==> src/pkg/rt_pin_pkg.sv <==
// Purpose: shared constants for the first real-time status pin selector
// Assumes: registers are byte wide and addressed by 8-bit subaddress
// Notes:   codes, offsets, field positions and horizontal timing constants shared by the logic
package rt_pin_pkg;

	// register subaddresses
	localparam logic [7:0] OFS_HSYNC_BEGIN = 8'h06;
	localparam logic [7:0] OFS_HSYNC_STOP  = 8'h07;
	localparam logic [7:0] OFS_MODE_DELAY  = 8'h11;
	localparam logic [7:0] OFS_RT_SELECT   = 8'h12;
	localparam logic [7:0] OFS_PORT_CTRL   = 8'h13;
	localparam logic [7:0] OFS_VSTART_LO   = 8'h15;
	localparam logic [7:0] OFS_VSTOP_LO    = 8'h16;
	localparam logic [7:0] OFS_VCTRL       = 8'h17;

	// reset value of every register
	localparam logic [7:0] REG_RESET       = 8'h00;
	localparam logic [7:0] UNMAPPED_READ   = 8'h00;

	// field positions
	localparam int SEL_LSB         = 0;
	localparam int SEL_MSB         = 3;
	localparam int INVERT_BIT      = 3;
	localparam int FINE_LSB        = 4;
	localparam int FINE_MSB        = 5;
	localparam int LOCK_TYPE_BIT   = 3;
	localparam int VSTART_MSB_BIT  = 0;
	localparam int VSTOP_MSB_BIT   = 1;
	localparam int VPHASE_BIT      = 2;

	// source select codes
	localparam logic [3:0] SEL_FLOAT       = 4'h0;
	localparam logic [3:0] SEL_LOW         = 4'h1;
	localparam logic [3:0] SEL_CLK_REF     = 4'h2;
	localparam logic [3:0] SEL_CLK_REF_HALF= 4'h3;
	localparam logic [3:0] SEL_HLOCK       = 4'h4;
	localparam logic [3:0] SEL_VHLOCK      = 4'h5;
	localparam logic [3:0] SEL_FULL_LOCK   = 4'h6;
	localparam logic [3:0] SEL_LINE_REF    = 4'h8;
	localparam logic [3:0] SEL_HSYNC       = 4'h9;
	localparam logic [3:0] SEL_GATED_REF   = 4'ha;
	localparam logic [3:0] SEL_VSYNC       = 4'hc;
	localparam logic [3:0] SEL_VERT_GATE       = 4'hd;
	localparam logic [3:0] SEL_ADC_LSB     = 4'he;
	localparam logic [3:0] SEL_FIELD       = 4'hf;

	// horizontal timing
	localparam int CLKS_PER_PIXEL  = 2;
	localparam int ACTIVE_PIXELS   = 720;
	localparam int HSYNC_UNIT_SHIFT= 3;  // eight clocks per unit
	localparam int FINE_STEP_CLKS  = 2;
	localparam int FINE_MAX_STEPS  = 3;

endpackage

==> src/core/hsync_fine_delay.sv <==
// Purpose: delays the coarse horizontal sync by 0..3 two-clock steps
// Assumes: step code is stable for a whole line
// Notes:   tap zero is the undelayed input
`timescale 1ns/1ps
`default_nettype none
module hsync_fine_delay
	import rt_pin_pkg::*;
#(
	parameter int STEP = FINE_STEP_CLKS,
	parameter int MAXS = FINE_MAX_STEPS
) (
	input  wire logic       clock,
	input  wire logic       resetn,
	input  wire logic       sync_in,
	input  wire logic [1:0] step_sel,
	output logic            sync_out
);

	localparam int DEPTH = STEP * MAXS;

	logic [DEPTH:1] tap_reg;
	logic [DEPTH:0] taps;

	// tap zero is the input itself, so the flops and the input never share a driver
	assign taps = {tap_reg, sync_in};

	// one flop per stage of the delay chain
	genvar i;
	generate
		for (i = 1; i <= DEPTH; i++) begin : g_stage
			always_ff @(posedge clock or negedge resetn) begin
				if (!resetn)
					tap_reg[i] <= 1'b0;
				else
					tap_reg[i] <= taps[i-1];
			end
		end
	endgenerate

	// pick the tap two clocks per step further down
	always_comb begin
		sync_out = taps[STEP * step_sel];
	end

endmodule // hsync_fine_delay
`default_nettype wire

==> src/core/rt_pin_select.sv <==
// Purpose: chooses and drives the first real-time status pin
// Assumes: clock is the line-locked clock; status inputs share it
// Notes:   registers reached by subaddress write/read port
`timescale 1ns/1ps
`default_nettype none
module rt_pin_select
	import rt_pin_pkg::*;
#(
	parameter int LINE_CLKS    = 1728,
	parameter int ACTIVE_START = 264,
	parameter int HCNT_W       = 11
) (
	input  wire logic       clock,
	input  wire logic       resetn,
	input  wire logic [7:0] reg_addr,
	input  wire logic [7:0] reg_wdata,
	input  wire logic       reg_write,
	output logic [7:0]      reg_rdata,
	input  wire logic       hlock_std,
	input  wire logic       hlock_fast,
	input  wire logic       vlock,
	input  wire logic       colour_found,
	input  wire logic       adc_lsb,
	input  wire logic       vsync_in,
	output logic            realtime_out_pin_a,
	output logic            realtime_out_pin_a_oe
);

	// *****************************************************
	// constants derived from parameters
	// *****************************************************

	localparam int ACTIVE_CLKS = ACTIVE_PIXELS * CLKS_PER_PIXEL;
	localparam int ACTIVE_END  = ACTIVE_START + ACTIVE_CLKS;
	localparam int HALF_LINE   = LINE_CLKS / 2;
	localparam logic [HCNT_W-1:0] LAST_CLK   = HCNT_W'(LINE_CLKS - 1);
	localparam logic [HCNT_W-1:0] REF_START  = HCNT_W'(ACTIVE_START);
	localparam logic [HCNT_W-1:0] REF_END    = HCNT_W'(ACTIVE_END);
	localparam logic [HCNT_W-1:0] HALF_POINT = HCNT_W'(HALF_LINE);
	localparam logic [HCNT_W-1:0] HCNT_ZERO  = '0;
	localparam logic [8:0]        VCNT_ZERO  = 9'h000;
	localparam logic [8:0]        VCNT_ONE   = 9'h001;
	localparam logic [8:0]        VCNT_LAST  = 9'h1ff;

	// *****************************************************
	// register storage
	// *****************************************************

	logic [7:0] hsync_begin_pos;
	logic [7:0] hsync_stop_pos;
	logic [7:0] mode_delay_reg;
	logic [7:0] rt_select_reg;
	logic [7:0] port_ctrl_reg;
	logic [7:0] vstart_lo_reg;
	logic [7:0] vstop_lo_reg;
	logic [7:0] vctrl_reg;

	// *****************************************************
	// decoded fields
	// *****************************************************

	logic [3:0] source_sel;
	logic       pin_a_invert;
	logic [1:0] hsync_fine_delay;
	logic       lock_type_sel;
	logic [8:0] vert_gate_start_line;
	logic [8:0] vert_gate_stop_line;
	logic       vert_gate_phase_sel;

	// *****************************************************
	// timing state
	// *****************************************************

	logic [1:0]        ref_div_reg;
	logic              clock_ref_toggle;
	logic              clock_ref_half_toggle;
	logic [HCNT_W-1:0] hcount_reg;
	logic              line_start;
	logic              half_line;
	logic              line_active_ref;
	logic [7:0]        unit_count;
	logic              hsync_coarse_reg;
	logic              horiz_sync_out;
	logic              vsync_prev_reg;
	logic              vsync_rise;
	logic              vert_sync_out;
	logic [8:0]        vcount_reg;
	logic              field_parity_reg;
	logic              vert_gate;
	logic              field_ident;
	logic              gated_line_ref;

	// *****************************************************
	// lock flags and pin selection
	// *****************************************************

	logic horiz_lock_flag;
	logic vert_horiz_lock_flag;
	logic full_lock_colour_flag;
	logic chosen;
	logic drive_en;

	// *****************************************************
	// register write port
	// *****************************************************

	// write decode, one byte per subaddress
	always_ff @(posedge clock or negedge resetn) begin
		if (!resetn) begin
			hsync_begin_pos <= REG_RESET;
			hsync_stop_pos  <= REG_RESET;
			mode_delay_reg  <= REG_RESET;
			rt_select_reg   <= REG_RESET;
			port_ctrl_reg   <= REG_RESET;
			vstart_lo_reg   <= REG_RESET;
			vstop_lo_reg    <= REG_RESET;
			vctrl_reg       <= REG_RESET;
		end else if (reg_write) begin
			case (reg_addr)
				OFS_HSYNC_BEGIN: hsync_begin_pos <= reg_wdata;
				OFS_HSYNC_STOP:  hsync_stop_pos  <= reg_wdata;
				OFS_MODE_DELAY:  mode_delay_reg  <= reg_wdata;
				OFS_RT_SELECT:   rt_select_reg   <= reg_wdata;
				OFS_PORT_CTRL:   port_ctrl_reg   <= reg_wdata;
				OFS_VSTART_LO:   vstart_lo_reg   <= reg_wdata;
				OFS_VSTOP_LO:    vstop_lo_reg    <= reg_wdata;
				OFS_VCTRL:       vctrl_reg       <= reg_wdata;
				default: ; // unmapped writes are dropped
			endcase
		end
	end

	// *****************************************************
	// register read port
	// *****************************************************

	// registered readback of the addressed byte
	always_ff @(posedge clock or negedge resetn) begin
		if (!resetn)
			reg_rdata <= UNMAPPED_READ;
		else begin
			case (reg_addr)
				OFS_HSYNC_BEGIN: reg_rdata <= hsync_begin_pos;
				OFS_HSYNC_STOP:  reg_rdata <= hsync_stop_pos;
				OFS_MODE_DELAY:  reg_rdata <= mode_delay_reg;
				OFS_RT_SELECT:   reg_rdata <= rt_select_reg;
				OFS_PORT_CTRL:   reg_rdata <= port_ctrl_reg;
				OFS_VSTART_LO:   reg_rdata <= vstart_lo_reg;
				OFS_VSTOP_LO:    reg_rdata <= vstop_lo_reg;
				OFS_VCTRL:       reg_rdata <= vctrl_reg;
				default:         reg_rdata <= UNMAPPED_READ;
			endcase
		end
	end

	// field extraction
	assign source_sel       = rt_select_reg[SEL_MSB:SEL_LSB];
	assign pin_a_invert     = mode_delay_reg[INVERT_BIT];
	assign hsync_fine_delay = mode_delay_reg[FINE_MSB:FINE_LSB];
	assign lock_type_sel    = port_ctrl_reg[LOCK_TYPE_BIT];
	assign vert_gate_phase_sel  = vctrl_reg[VPHASE_BIT];

	// nine-bit line numbers, top bit from the shared control byte
	assign vert_gate_start_line = {vctrl_reg[VSTART_MSB_BIT], vstart_lo_reg};
	assign vert_gate_stop_line  = {vctrl_reg[VSTOP_MSB_BIT], vstop_lo_reg};

	// *****************************************************
	// clock reference toggles
	// *****************************************************

	// free running divider; bit 0 at half, bit 1 at quarter clock rate
	always_ff @(posedge clock or negedge resetn) begin
		if (!resetn)
			ref_div_reg <= 2'h0;
		else
			ref_div_reg <= ref_div_reg + 2'h1;
	end

	assign clock_ref_toggle      = ref_div_reg[0];
	assign clock_ref_half_toggle = ref_div_reg[1];

	// *****************************************************
	// horizontal counter
	// *****************************************************

	// clock position within the line, wraps every line
	always_ff @(posedge clock or negedge resetn) begin
		if (!resetn)
			hcount_reg <= HCNT_ZERO;
		else if (hcount_reg == LAST_CLK)
			hcount_reg <= HCNT_ZERO;
		else
			hcount_reg <= hcount_reg + HCNT_W'(1);
	end

	assign line_start = (hcount_reg == HCNT_ZERO);
	assign half_line  = (hcount_reg == HALF_POINT);

	// *****************************************************
	// line reference
	// *****************************************************

	// high over the active pixels of every line, blanking included
	always_ff @(posedge clock or negedge resetn) begin
		if (!resetn)
			line_active_ref <= 1'b0;
		else if (hcount_reg == REF_START)
			line_active_ref <= 1'b1;
		else if (hcount_reg == REF_END)
			line_active_ref <= 1'b0;
	end

	// *****************************************************
	// horizontal sync
	// *****************************************************

	// position in eight-clock units
	assign unit_count = 8'(hcount_reg >> HSYNC_UNIT_SHIFT);

	// coarse sync between begin and stop units
	always_ff @(posedge clock or negedge resetn) begin
		if (!resetn)
			hsync_coarse_reg <= 1'b0;
		else
			hsync_coarse_reg <= (unit_count >= hsync_begin_pos) &&
			                    (unit_count <  hsync_stop_pos);
	end

	// fine shift in two-clock steps
	hsync_fine_delay u_fine (
		.clock    (clock),
		.resetn   (resetn),
		.sync_in  (hsync_coarse_reg),
		.step_sel (hsync_fine_delay),
		.sync_out (horiz_sync_out)
	);

	// *****************************************************
	// vertical timing
	// *****************************************************

	// edge detector on the vertical sync from the decoder
	always_ff @(posedge clock or negedge resetn) begin
		if (!resetn)
			vsync_prev_reg <= 1'b0;
		else
			vsync_prev_reg <= vsync_in;
	end

	assign vsync_rise    = vsync_in && !vsync_prev_reg;
	assign vert_sync_out = vsync_prev_reg;

	// line number, restarts at one on each vertical sync
	always_ff @(posedge clock or negedge resetn) begin
		if (!resetn)
			vcount_reg <= VCNT_ZERO;
		else if (vsync_rise)
			vcount_reg <= VCNT_ONE;
		else if (line_start && vcount_reg != VCNT_LAST)
			vcount_reg <= vcount_reg + VCNT_ONE;
	end

	// field parity flips on each vertical sync
	always_ff @(posedge clock or negedge resetn) begin
		if (!resetn)
			field_parity_reg <= 1'b0;
		else if (vsync_rise)
			field_parity_reg <= !field_parity_reg;
	end

	// gate window and field ident
	vert_window u_vwin (
		.clock            (clock),
		.resetn           (resetn),
		.line_count       (vcount_reg),
		.line_start       (line_start),
		.half_line        (half_line),
		.vert_gate_start_line (vert_gate_start_line),
		.vert_gate_stop_line  (vert_gate_stop_line),
		.vert_gate_phase_sel  (vert_gate_phase_sel),
		.field_parity     (field_parity_reg),
		.vert_gate        (vert_gate),
		.field_ident      (field_ident)
	);

	// line reference only inside the vertical gate
	assign gated_line_ref = line_active_ref & vert_gate;

	// *****************************************************
	// lock indicators
	// *****************************************************

	// standard or fast horizontal lock
	assign horiz_lock_flag = lock_type_sel ? hlock_fast
	                                       : hlock_std;

	assign vert_horiz_lock_flag  = vlock & horiz_lock_flag;
	assign full_lock_colour_flag = vert_horiz_lock_flag & colour_found;

	// *****************************************************
	// source selection
	// *****************************************************

	// reserved codes act as the low code, so a stray write cannot float the line
	always_comb begin
		chosen   = 1'b0;
		drive_en = 1'b1;
		case (source_sel)
			SEL_FLOAT:        drive_en = 1'b0;
			SEL_LOW:          chosen   = 1'b0;
			SEL_CLK_REF:      chosen   = clock_ref_toggle;
			SEL_CLK_REF_HALF: chosen   = clock_ref_half_toggle;
			SEL_HLOCK:        chosen   = horiz_lock_flag;
			SEL_VHLOCK:       chosen   = vert_horiz_lock_flag;
			SEL_FULL_LOCK:    chosen   = full_lock_colour_flag;
			SEL_LINE_REF:     chosen   = line_active_ref;
			SEL_HSYNC:        chosen   = horiz_sync_out;
			SEL_GATED_REF:    chosen   = gated_line_ref;
			SEL_VSYNC:        chosen   = vert_sync_out;
			SEL_VERT_GATE:        chosen   = vert_gate;
			SEL_ADC_LSB:      chosen   = adc_lsb;
			SEL_FIELD:        chosen   = field_ident;
			default:          chosen   = 1'b0;
		endcase
	end

	// *****************************************************
	// pin drive
	// *****************************************************

	// registered pin value with optional inversion
	always_ff @(posedge clock or negedge resetn) begin
		if (!resetn)
			realtime_out_pin_a <= 1'b0;
		else
			realtime_out_pin_a <= chosen ^ pin_a_invert;
	end

	// output enable, low only for the float code
	always_ff @(posedge clock or negedge resetn) begin
		if (!resetn)
			realtime_out_pin_a_oe <= 1'b0;
		else
			realtime_out_pin_a_oe <= drive_en;
	end

endmodule // rt_pin_select
`default_nettype wire

==> src/core/vert_window.sv <==
// Purpose: vertical gate and field ident from line count and start/stop
// Assumes: line count and event pulses come from the same clock
// Notes:   phase select picks line start or mid-line as the gate switch point; field ident always switches at line start
`timescale 1ns/1ps
`default_nettype none
module vert_window
	import rt_pin_pkg::*;
(
	input  wire logic       clock,
	input  wire logic       resetn,
	input  wire logic [8:0] line_count,
	input  wire logic       line_start,
	input  wire logic       half_line,
	input  wire logic [8:0] vert_gate_start_line,
	input  wire logic [8:0] vert_gate_stop_line,
	input  wire logic       vert_gate_phase_sel,
	input  wire logic       field_parity,
	output logic            vert_gate,
	output logic            field_ident
);

	logic switch_point;

	// switch on line start or half line per phase select
	assign switch_point = vert_gate_phase_sel ? half_line : line_start;

	// gate opens on the start line, closes on the stop line
	always_ff @(posedge clock or negedge resetn) begin
		if (!resetn)
			vert_gate <= 1'b0;
		else if (switch_point && line_count == vert_gate_start_line)
			vert_gate <= 1'b1;
		else if (switch_point && line_count == vert_gate_stop_line)
			vert_gate <= 1'b0;
	end

	// field ident takes the new parity at the start line
	always_ff @(posedge clock or negedge resetn) begin
		if (!resetn)
			field_ident <= 1'b0;
		else if (line_start && line_count == vert_gate_start_line)
			field_ident <= field_parity;
	end

endmodule // vert_window
`default_nettype wire

==> config.mk <==
export PLATFORM = sky130hd
export DESIGN_NAME = rt_pin_select
export DESIGN_NICKNAME = d
export VERILOG_FILES = /design/src/pkg/rt_pin_pkg.sv /design/src/core/hsync_fine_delay.sv /design/src/core/rt_pin_select.sv /design/src/core/vert_window.sv
export SDC_FILE = /design/constraint.sdc
export NUM_CORES = 1
export LEC_CHECK = 0
export BUFFER_PORTS_ARGS = -buffer_cell sky130_fd_sc_hd__buf_2
export CELL_PAD_IN_SITES_DETAIL_PLACEMENT = 1
export CELL_PAD_IN_SITES_GLOBAL_PLACEMENT = 1
export CORE_MARGIN = 2
export CORE_UTILIZATION = 50
export CTS_BUF_LIST = sky130_fd_sc_hd__clkbuf_2
export CTS_CLUSTER_DIAMETER = 100
export DETAILED_ROUTE_END_ITERATION = 10
export PLACE_DENSITY = 0.79
export SLEW_MARGIN = 40
export SYNTH_ARGS = -nofsm -noshare
export SYNTH_HDL_FRONTEND = slang
export SYNTH_SLANG_ARGS = --single-unit
==> constraint.sdc <==
create_clock -name clock -period 2.6 [get_ports clock]
set_input_delay 0.52 -clock clock [delete_from_list [all_inputs] [get_ports clock]]
set_output_delay 0.52 -clock clock [all_outputs]
set_load 0.02 [all_outputs]
=== Word level (Yosys, flattened, before mapping) ===
Cells that the tools add are included.
W data, S select, Z words.

* Bits in registers: 108
* Latch bits: 0
* Bits in writable memories: 0
* ROM bits: 0
* Bits of input ports: 25
* Output and inout bits: 10
* Word-level logic and storage cells: 98
* Memories kept: 0

* Add/sub/neg operators: 3
* $mul: 0
* Div/mod/pow operators: 0
* Order comparisons: 3
* Eq/ne operators: 27
* Shifts and indexed selects: 0
* Mux-type cells: 14
* Bitwise operators: 4
* Reductions and logical operators: 21

{| class="wikitable"
|+ Operators by type and width
! cell !! count
|-
| $pmux W8 S8 || 1
|-
| $eq A8 B5 Y1 const B || 6
|-
| $eq A4 B4 Y1 const B || 7
|-
| $eq A11 B11 Y1 const B || 2
|-
| $eq A9 B9 Y1 || 2
|-
| $mux W9 || 2
|-
| $eq A8 B3 Y1 const B || 2
|-
| $reduce_and A2 Y1 || 8
|-
| $eq A4 B3 Y1 const B || 3
|-
| $pmux W1 S12 || 1
|-
| $add A11 B1 Y11 const B || 1
|-
| $eq A11 B10 Y1 const B || 1
|-
| $eq A11 B9 Y1 const B || 1
|-
| $logic_not A11 Y1 || 1
|-
| $mux W11 || 1
|-
| $add A9 B1 Y9 const B || 1
|-
| $ne A9 B9 Y1 const B || 1
|-
| $eq A4 B2 Y1 const B || 2
|-
| $ge A8 B8 Y1 || 1
|-
| $lt A8 B8 Y1 || 1
|-
| $mux W1 || 8
|-
| $logic_and A1 B1 Y1 || 6
|-
| $reduce_bool A2 Y1 || 3
|-
| $logic_not A4 Y1 || 1
|-
| 6 further kinds || 9
|}

=== Longest topological paths before layout ===
* Word-level depth: 5
* Mapped depth: 9
* Gate-level depth less buffers: 8

=== By module ===
A second synthesis with hierarchy kept.

* Cells, all modules: 466
* Area total of the unflattened synthesis: 5489.0 sq um

{| class="wikitable"
|+ By module, submodules not included
! module !! instances !! cells an instance !! area an instance (sq um) !! seq. area each (sq um)
|-
| rt_pin_select || 1 || 428 || 5027.3 || 2502.4
|-
| vert_window || 1 || 31 || 289.0 || 50.0
|-
| hsync_fine_delay || 1 || 7 || 172.7 || 150.1
|}

=== Worst setup path after synthesis ===
Ideal clock, no wire load.

* Path type: in2reg
* Start: in reg_addr[7]
* End: reg vctrl_reg[0]
* Setup time: 125 ps
* Data arrival time: 1958 ps
* Required time: 2475 ps
* Path slack: 517 ps
* Stages: 5
* Path buffers: 1
* Cells stage by stage: or4b_4 or2_1 buf_6 nor2_4 mux2_2

* Longest elaborated chain between the ends: 2

{| class="wikitable"
|+ Ends and longest elaborated chain
! element !! line !! text
|-
| start: declaration || rt_pin_select.sv:15 || <nowiki>input wire logic [7:0] reg_addr,</nowiki>
|-
| $eq A8 B5 Y1 || rt_pin_select.sv:119 || <nowiki>case (reg_addr)</nowiki>
|-
| $reduce_and A2 Y1 (no source line) || n/a ||
|-
| end signal: assignment || rt_pin_select.sv:127 || <nowiki>OFS_VCTRL: vctrl_reg <= reg_wdata;</nowiki>
|-
| end: declaration || rt_pin_select.sv:56 || <nowiki>logic [7:0] vctrl_reg;</nowiki>
|}

Every way passes these cells.
A chain may end at the register's enable or synchronous reset.

=== Worst setup path in the final report ===
* Start: reg hcount_reg[0]
* End: reg vcount_reg[4]

* Longest elaborated chain between the ends: 3

{| class="wikitable"
|+ Ends and longest elaborated chain
! element !! line !! text
|-
| start: declaration || rt_pin_select.sv:77 || <nowiki>logic [HCNT_W-1:0] hcount_reg;</nowiki>
|-
| start signal: assignment || rt_pin_select.sv:193 || <nowiki>hcount_reg <= hcount_reg + HCNT_W'(1);</nowiki>
|-
| $logic_not A11 Y1 || rt_pin_select.sv:196 || <nowiki>assign line_start = (hcount_reg == HCNT_ZERO);</nowiki>
|-
| $logic_and A1 B1 Y1 || rt_pin_select.sv:259 || <nowiki>else if (line_start && vcount_reg != VCNT_LAST)</nowiki>
|-
| $reduce_bool A2 Y1 (no source line) || n/a ||
|-
| end signal: assignment || rt_pin_select.sv:260 || <nowiki>vcount_reg <= vcount_reg + VCNT_ONE;</nowiki>
|-
| end: declaration || rt_pin_select.sv:87 || <nowiki>logic [8:0] vcount_reg;</nowiki>
|}

Every way passes these cells.

==> flow_summary.html <==
<table>
<tr><th>Metric</th><th>Value</th></tr>
<tr><th colspan="2">Status</th></tr>
<tr><td>Outcome</td><td>complete, no violations</td></tr>
<tr><th colspan="2">Drt</th></tr>
<tr><td>DRC errors left</td><td>0</td></tr>
<tr><td>Detailed-route wire length</td><td>14.1 mm</td></tr>
<tr><td>Detailed Route Iter0 Violations</td><td>263</td></tr>
<tr><td>Routed via count divided by cell count</td><td>5.99</td></tr>
<tr><td>Number of detailed-route iterations in the first pass</td><td>6</td></tr>
<tr><td>Vias after detailed routing</td><td>3891</td></tr>
<tr><td>Wirelength per Cell</td><td>21.8 µm</td></tr>
<tr><td>Final antenna-violating net count</td><td>0</td></tr>
<tr><th colspan="2">Place</th></tr>
<tr><td>Count of input and output buffers</td><td>34</td></tr>
<tr><td>Half-perimeter wire length of the detailed placement result</td><td>10.4 mm</td></tr>
<tr><td>Final weighted congestion of routability-driven global placement</td><td>0.938</td></tr>
<tr><th colspan="2">Setup path</th></tr>
<tr><td>Setup crit end kind</td><td>register</td></tr>
<tr><td>Worst-path maximum fanout</td><td>9</td></tr>
<tr><td>Slack of the worst reg-to-reg path</td><td>0.30 ns</td></tr>
<tr><td>Critical path required time</td><td>3.14 ns</td></tr>
<tr><td>Startpoint class of the critical path</td><td>register</td></tr>
<tr><td>CP Class</td><td>register to register</td></tr>
<tr><td>Arrival time of data at the critical path endpoint</td><td>2.84 ns</td></tr>
<tr><th colspan="2">Yosys</th></tr>
<tr><td>Cells after Synth</td><td>471</td></tr>
<tr><td>EDFF count, synth</td><td>0</td></tr>
<tr><td>Net count of the mapped netlist</td><td>515</td></tr>
<tr><td>Primary FF master, synth</td><td>sky130_fd_sc_hd__dfrtp_1</td></tr>
<tr><td>Netlist area before placement</td><td>5460 µm²</td></tr>
<tr><td>Proportion of register bits with asynchronous set or reset after synthesis</td><td>1.00</td></tr>
<tr><td>Yosys reg bits</td><td>108</td></tr>
<tr><td>Number of warnings reported in the yosys synthesis log</td><td>0</td></tr>
<tr><td>Syn Area/Cell</td><td>11.6 µm²</td></tr>
<tr><td>Number of distinct standard cells referenced by the synthesized netlist</td><td>51</td></tr>
<tr><td>Register area share after synthesis</td><td>0.495</td></tr>
<tr><th colspan="2">Clocking</th></tr>
<tr><td>Number of buffers added by the clock tree synthesis step</td><td>9</td></tr>
<tr><td>Clock buffer depth</td><td>2</td></tr>
<tr><td>Clock tree from TritonCTS</td><td>done</td></tr>
<tr><td>Clock transition at the registers of the reported paths</td><td>0.27 ns</td></tr>
<tr><td>Worst skew pair latency</td><td>0.64 ns</td></tr>
<tr><td>CTS HTree Levels</td><td>3</td></tr>
<tr><td>Buffer type at the clock tree root</td><td>sky130_fd_sc_hd__clkbuf_2</td></tr>
<tr><td>TritonCTS Sinks</td><td>108</td></tr>
<tr><th colspan="2">Final layout</th></tr>
<tr><td>Layout area overhead</td><td>8.45%</td></tr>
<tr><td>Ant. Diodes</td><td>0</td></tr>
<tr><td>Max reg flops</td><td>11</td></tr>
<tr><td>Fraction of final layout cells with drive strength greater than 1</td><td>0.273</td></tr>
<tr><td>Filler cell count</td><td>1180</td></tr>
<tr><td>Fin nets</td><td>549</td></tr>
<tr><th colspan="2">STA</th></tr>
<tr><td>Count of endpoints failing setup in the final report</td><td>0</td></tr>
<tr><td>Period Utilization, post-route</td><td>0.885</td></tr>
<tr><td>Min cycle time layout</td><td>2.30 ns</td></tr>
<tr><td>Max Clock Skew</td><td>0.0206 ns</td></tr>
<tr><td>Total count of hold-check failures in the final report</td><td>0</td></tr>
<tr><td>Max Slew Vio Count</td><td>0</td></tr>
<tr><td>Highest achievable clock rate</td><td>434 MHz</td></tr>
<tr><td>Setup repair after global routing missed its margin</td><td>no</td></tr>
<tr><td>Least-Margin Pin Slew</td><td>0.724 ns</td></tr>
<tr><td>Final worst hold slack</td><td>0.262 ns</td></tr>
<tr><td>Max-slew headroom</td><td>0.516</td></tr>
<tr><td>Setup tns final</td><td>0 ns</td></tr>
<tr><th colspan="2">Global routing</th></tr>
<tr><td>Total congestion overflow</td><td>0</td></tr>
<tr><td>Number of antenna violations at the first check in global routing</td><td>0</td></tr>
<tr><td>Maximum number of pins on one net before global-route repair</td><td>50</td></tr>
<tr><td>Vias in the first global route</td><td>4175</td></tr>
<tr><td>All-Layer GR Usage</td><td>0.261</td></tr>
<tr><td>Global-route wire length before repair</td><td>22.7 mm</td></tr>
<tr><th colspan="2">Floorplanning</th></tr>
<tr><td>Horizontal die dimension</td><td>109 µm</td></tr>
<tr><td>Starting density of the core</td><td>0.508</td></tr>
<tr><td>I/O pin count</td><td>35</td></tr>
<tr><td>Core Rows</td><td>38</td></tr>
<tr><td>Die Area</td><td>11800 µm²</td></tr>
<tr><td>Height of the chip</td><td>109 µm</td></tr>
<tr><td>Core Footprint</td><td>10700 µm²</td></tr>
<tr><th colspan="2">Power</th></tr>
<tr><td>Leakage power</td><td>2.86 nW</td></tr>
<tr><td>Maximum resistive drop on vdd</td><td>0.310 mV</td></tr>
<tr><td>Ratio of total power to cell area</td><td>487 nW/µm²</td></tr>
<tr><th colspan="2">Hold path</th></tr>
<tr><td>Class of the most critical hold timing path</td><td>input port to register</td></tr>
<tr><th colspan="2">Flow run</th></tr>
<tr><td>Number of maximum-capacitance violations</td><td>0</td></tr>
</table>
[stage by stage]
stage	total power, mW	instance area, µm²	util	setup slack [ns]	instances
2_1_floorplan	2.00	5460	-	0.517	471
3_3_place_gp	2.13	5790	0.539	0.254	632
3_5_place_dp	2.15	5790	0.539	0.186	632
4_1_cts	2.92	5920	0.551	0.282	650
5_1_grt	3.03	5920	0.551	0.0446	650
6_report	2.89	5920	0.551	0.298	650
[timing repair]
| item | in CTS | in global routing |
|---|---|---|
| endpoints found under the hold margin | 39 | 0 |
| setup endpoints to repair | 0 | 4 |
| gates resized for setup | 0 | 1 |
| setup buffers | 0 | 0 |
| hold buffers | 2 | 0 |
[cell type report]
| type | instances | area [µm²] | area share |
|---|---|---|---|
| sequential | 108 | 2700 | 0.456 |
| tap | 140 | 175 | 0.0296 |
| inverter | 19 | 71.3 | 0.0120 |
| timing repair buffer | 47 | 288 | 0.0486 |
| clock inverter | 6 | 55.1 | 0.00929 |
| multi-input combinational | 320 | 2580 | 0.436 |
| clock buffer | 10 | 50.0 | 0.00845 |
[per-layer routing]
layer / share of wire / track usage
met1: 0.44 / 0.344
met2: 0.50 / 0.431
met3: 0.045 / 0.0627
met4: 0.018 / 0.0714
met5: 0 / 0
[report_power, final]
group / internal (mW) / switching, mW / leakage [nW]
clock: 0.216 / 0.546 / 0.0668
combinational: 0.125 / 0.166 / 1.33
sequential: 1.77 / 0.0673 / 1.46
[path summary, 6_finish.rpt]
path,startpoint,endpoint,depth (start not counted)
min in group asynchronous,resetn,port_ctrl_reg[6],2
hold / removal,reg_wdata[3],vstart_lo_reg[3],2
hold reg to reg,u_fine.tap_reg[3],u_fine.tap_reg[4],0
setup reg to reg,hcount_reg[0],vcount_reg[4],8
setup / recovery,hcount_reg[0],vcount_reg[4],8
max in group asynchronous,resetn,hcount_reg[3],3
[logic make-up (layout without fill, tap and decap cells)]
kind of cell    count (synthesis)  count (layout)  share of synthesized area
flops                         108             108                      0.495
mux                            77              77                      0.164
xor+xnor                       35              35                     0.0561
fa+ha+maj                      19              19                     0.0435
simple gates                  118             118                      0.117
compound gates                 71              71                     0.0905
buf+inv                        43              82                     0.0334
[worst max-delay path, cell delays in order, from the launching register on]
cell and delay [ns]:
sky130_fd_sc_hd__dfrtp_1 0.46, sky130_fd_sc_hd__inv_1 0.07, sky130_fd_sc_hd__ha_1 0.14, sky130_fd_sc_hd__nor3b_1 0.45, sky130_fd_sc_hd__nand4_1 0.40, sky130_fd_sc_hd__nor2_4 0.33
sky130_fd_sc_hd__nand4_1 0.15, sky130_fd_sc_hd__xor2_1 0.16, sky130_fd_sc_hd__nor2_1 0.06
[synth_stat cells (all sizes together) (2+ instances only)]
cell	number	area, µm²
dfrtp	108	2700
mux2	68	796
nand2	32	120
nor2	24	100
xor2	24	210
ha	19	238
inv	19	71.3
o21ai	18	90.1
clkbuf	16	60.1
nand3	16	95.1
xnor2	11	96.3
a22oi	10	75.1
nand4	10	68.8
a21oi	9	45.0
buf	8	51.3
mux2i	8	80.1
and3	7	43.8
nor2b	7	43.8
nand2b	6	37.5
nor3	6	46.3
o221ai	5	43.8
a22o	4	35.0
a21o	3	22.5
a221o	3	30.0
a221oi	3	26.3
a211o	2	17.5
a222oi	2	20.0
a31oi	2	12.5
nor3b	2	15.0
nor4	2	12.5
o211ai	2	15.0
o22ai	2	12.5
o41ai	2	17.5
or2	2	12.5
or3	2	22.5
[cell usage in the layout (no fill, tap or decap), drive strengths merged, types with 4 or more instances in the layout]
cell type / count
mux2i: 8
o221ai: 5
nand4: 10
clkbuf: 10
o21ai: 18
nand2b: 6
buf: 45
nand3: 16
ha: 19
and3: 7
clkinv: 4
nand2: 32
a22o: 4
dfrtp: 108
a21oi: 9
xor2: 24
nor2: 24
xnor2: 11
nor2b: 7
a22oi: 10
mux2: 68
nor3: 6
inv: 19
(Power assumes the default switching activity.)
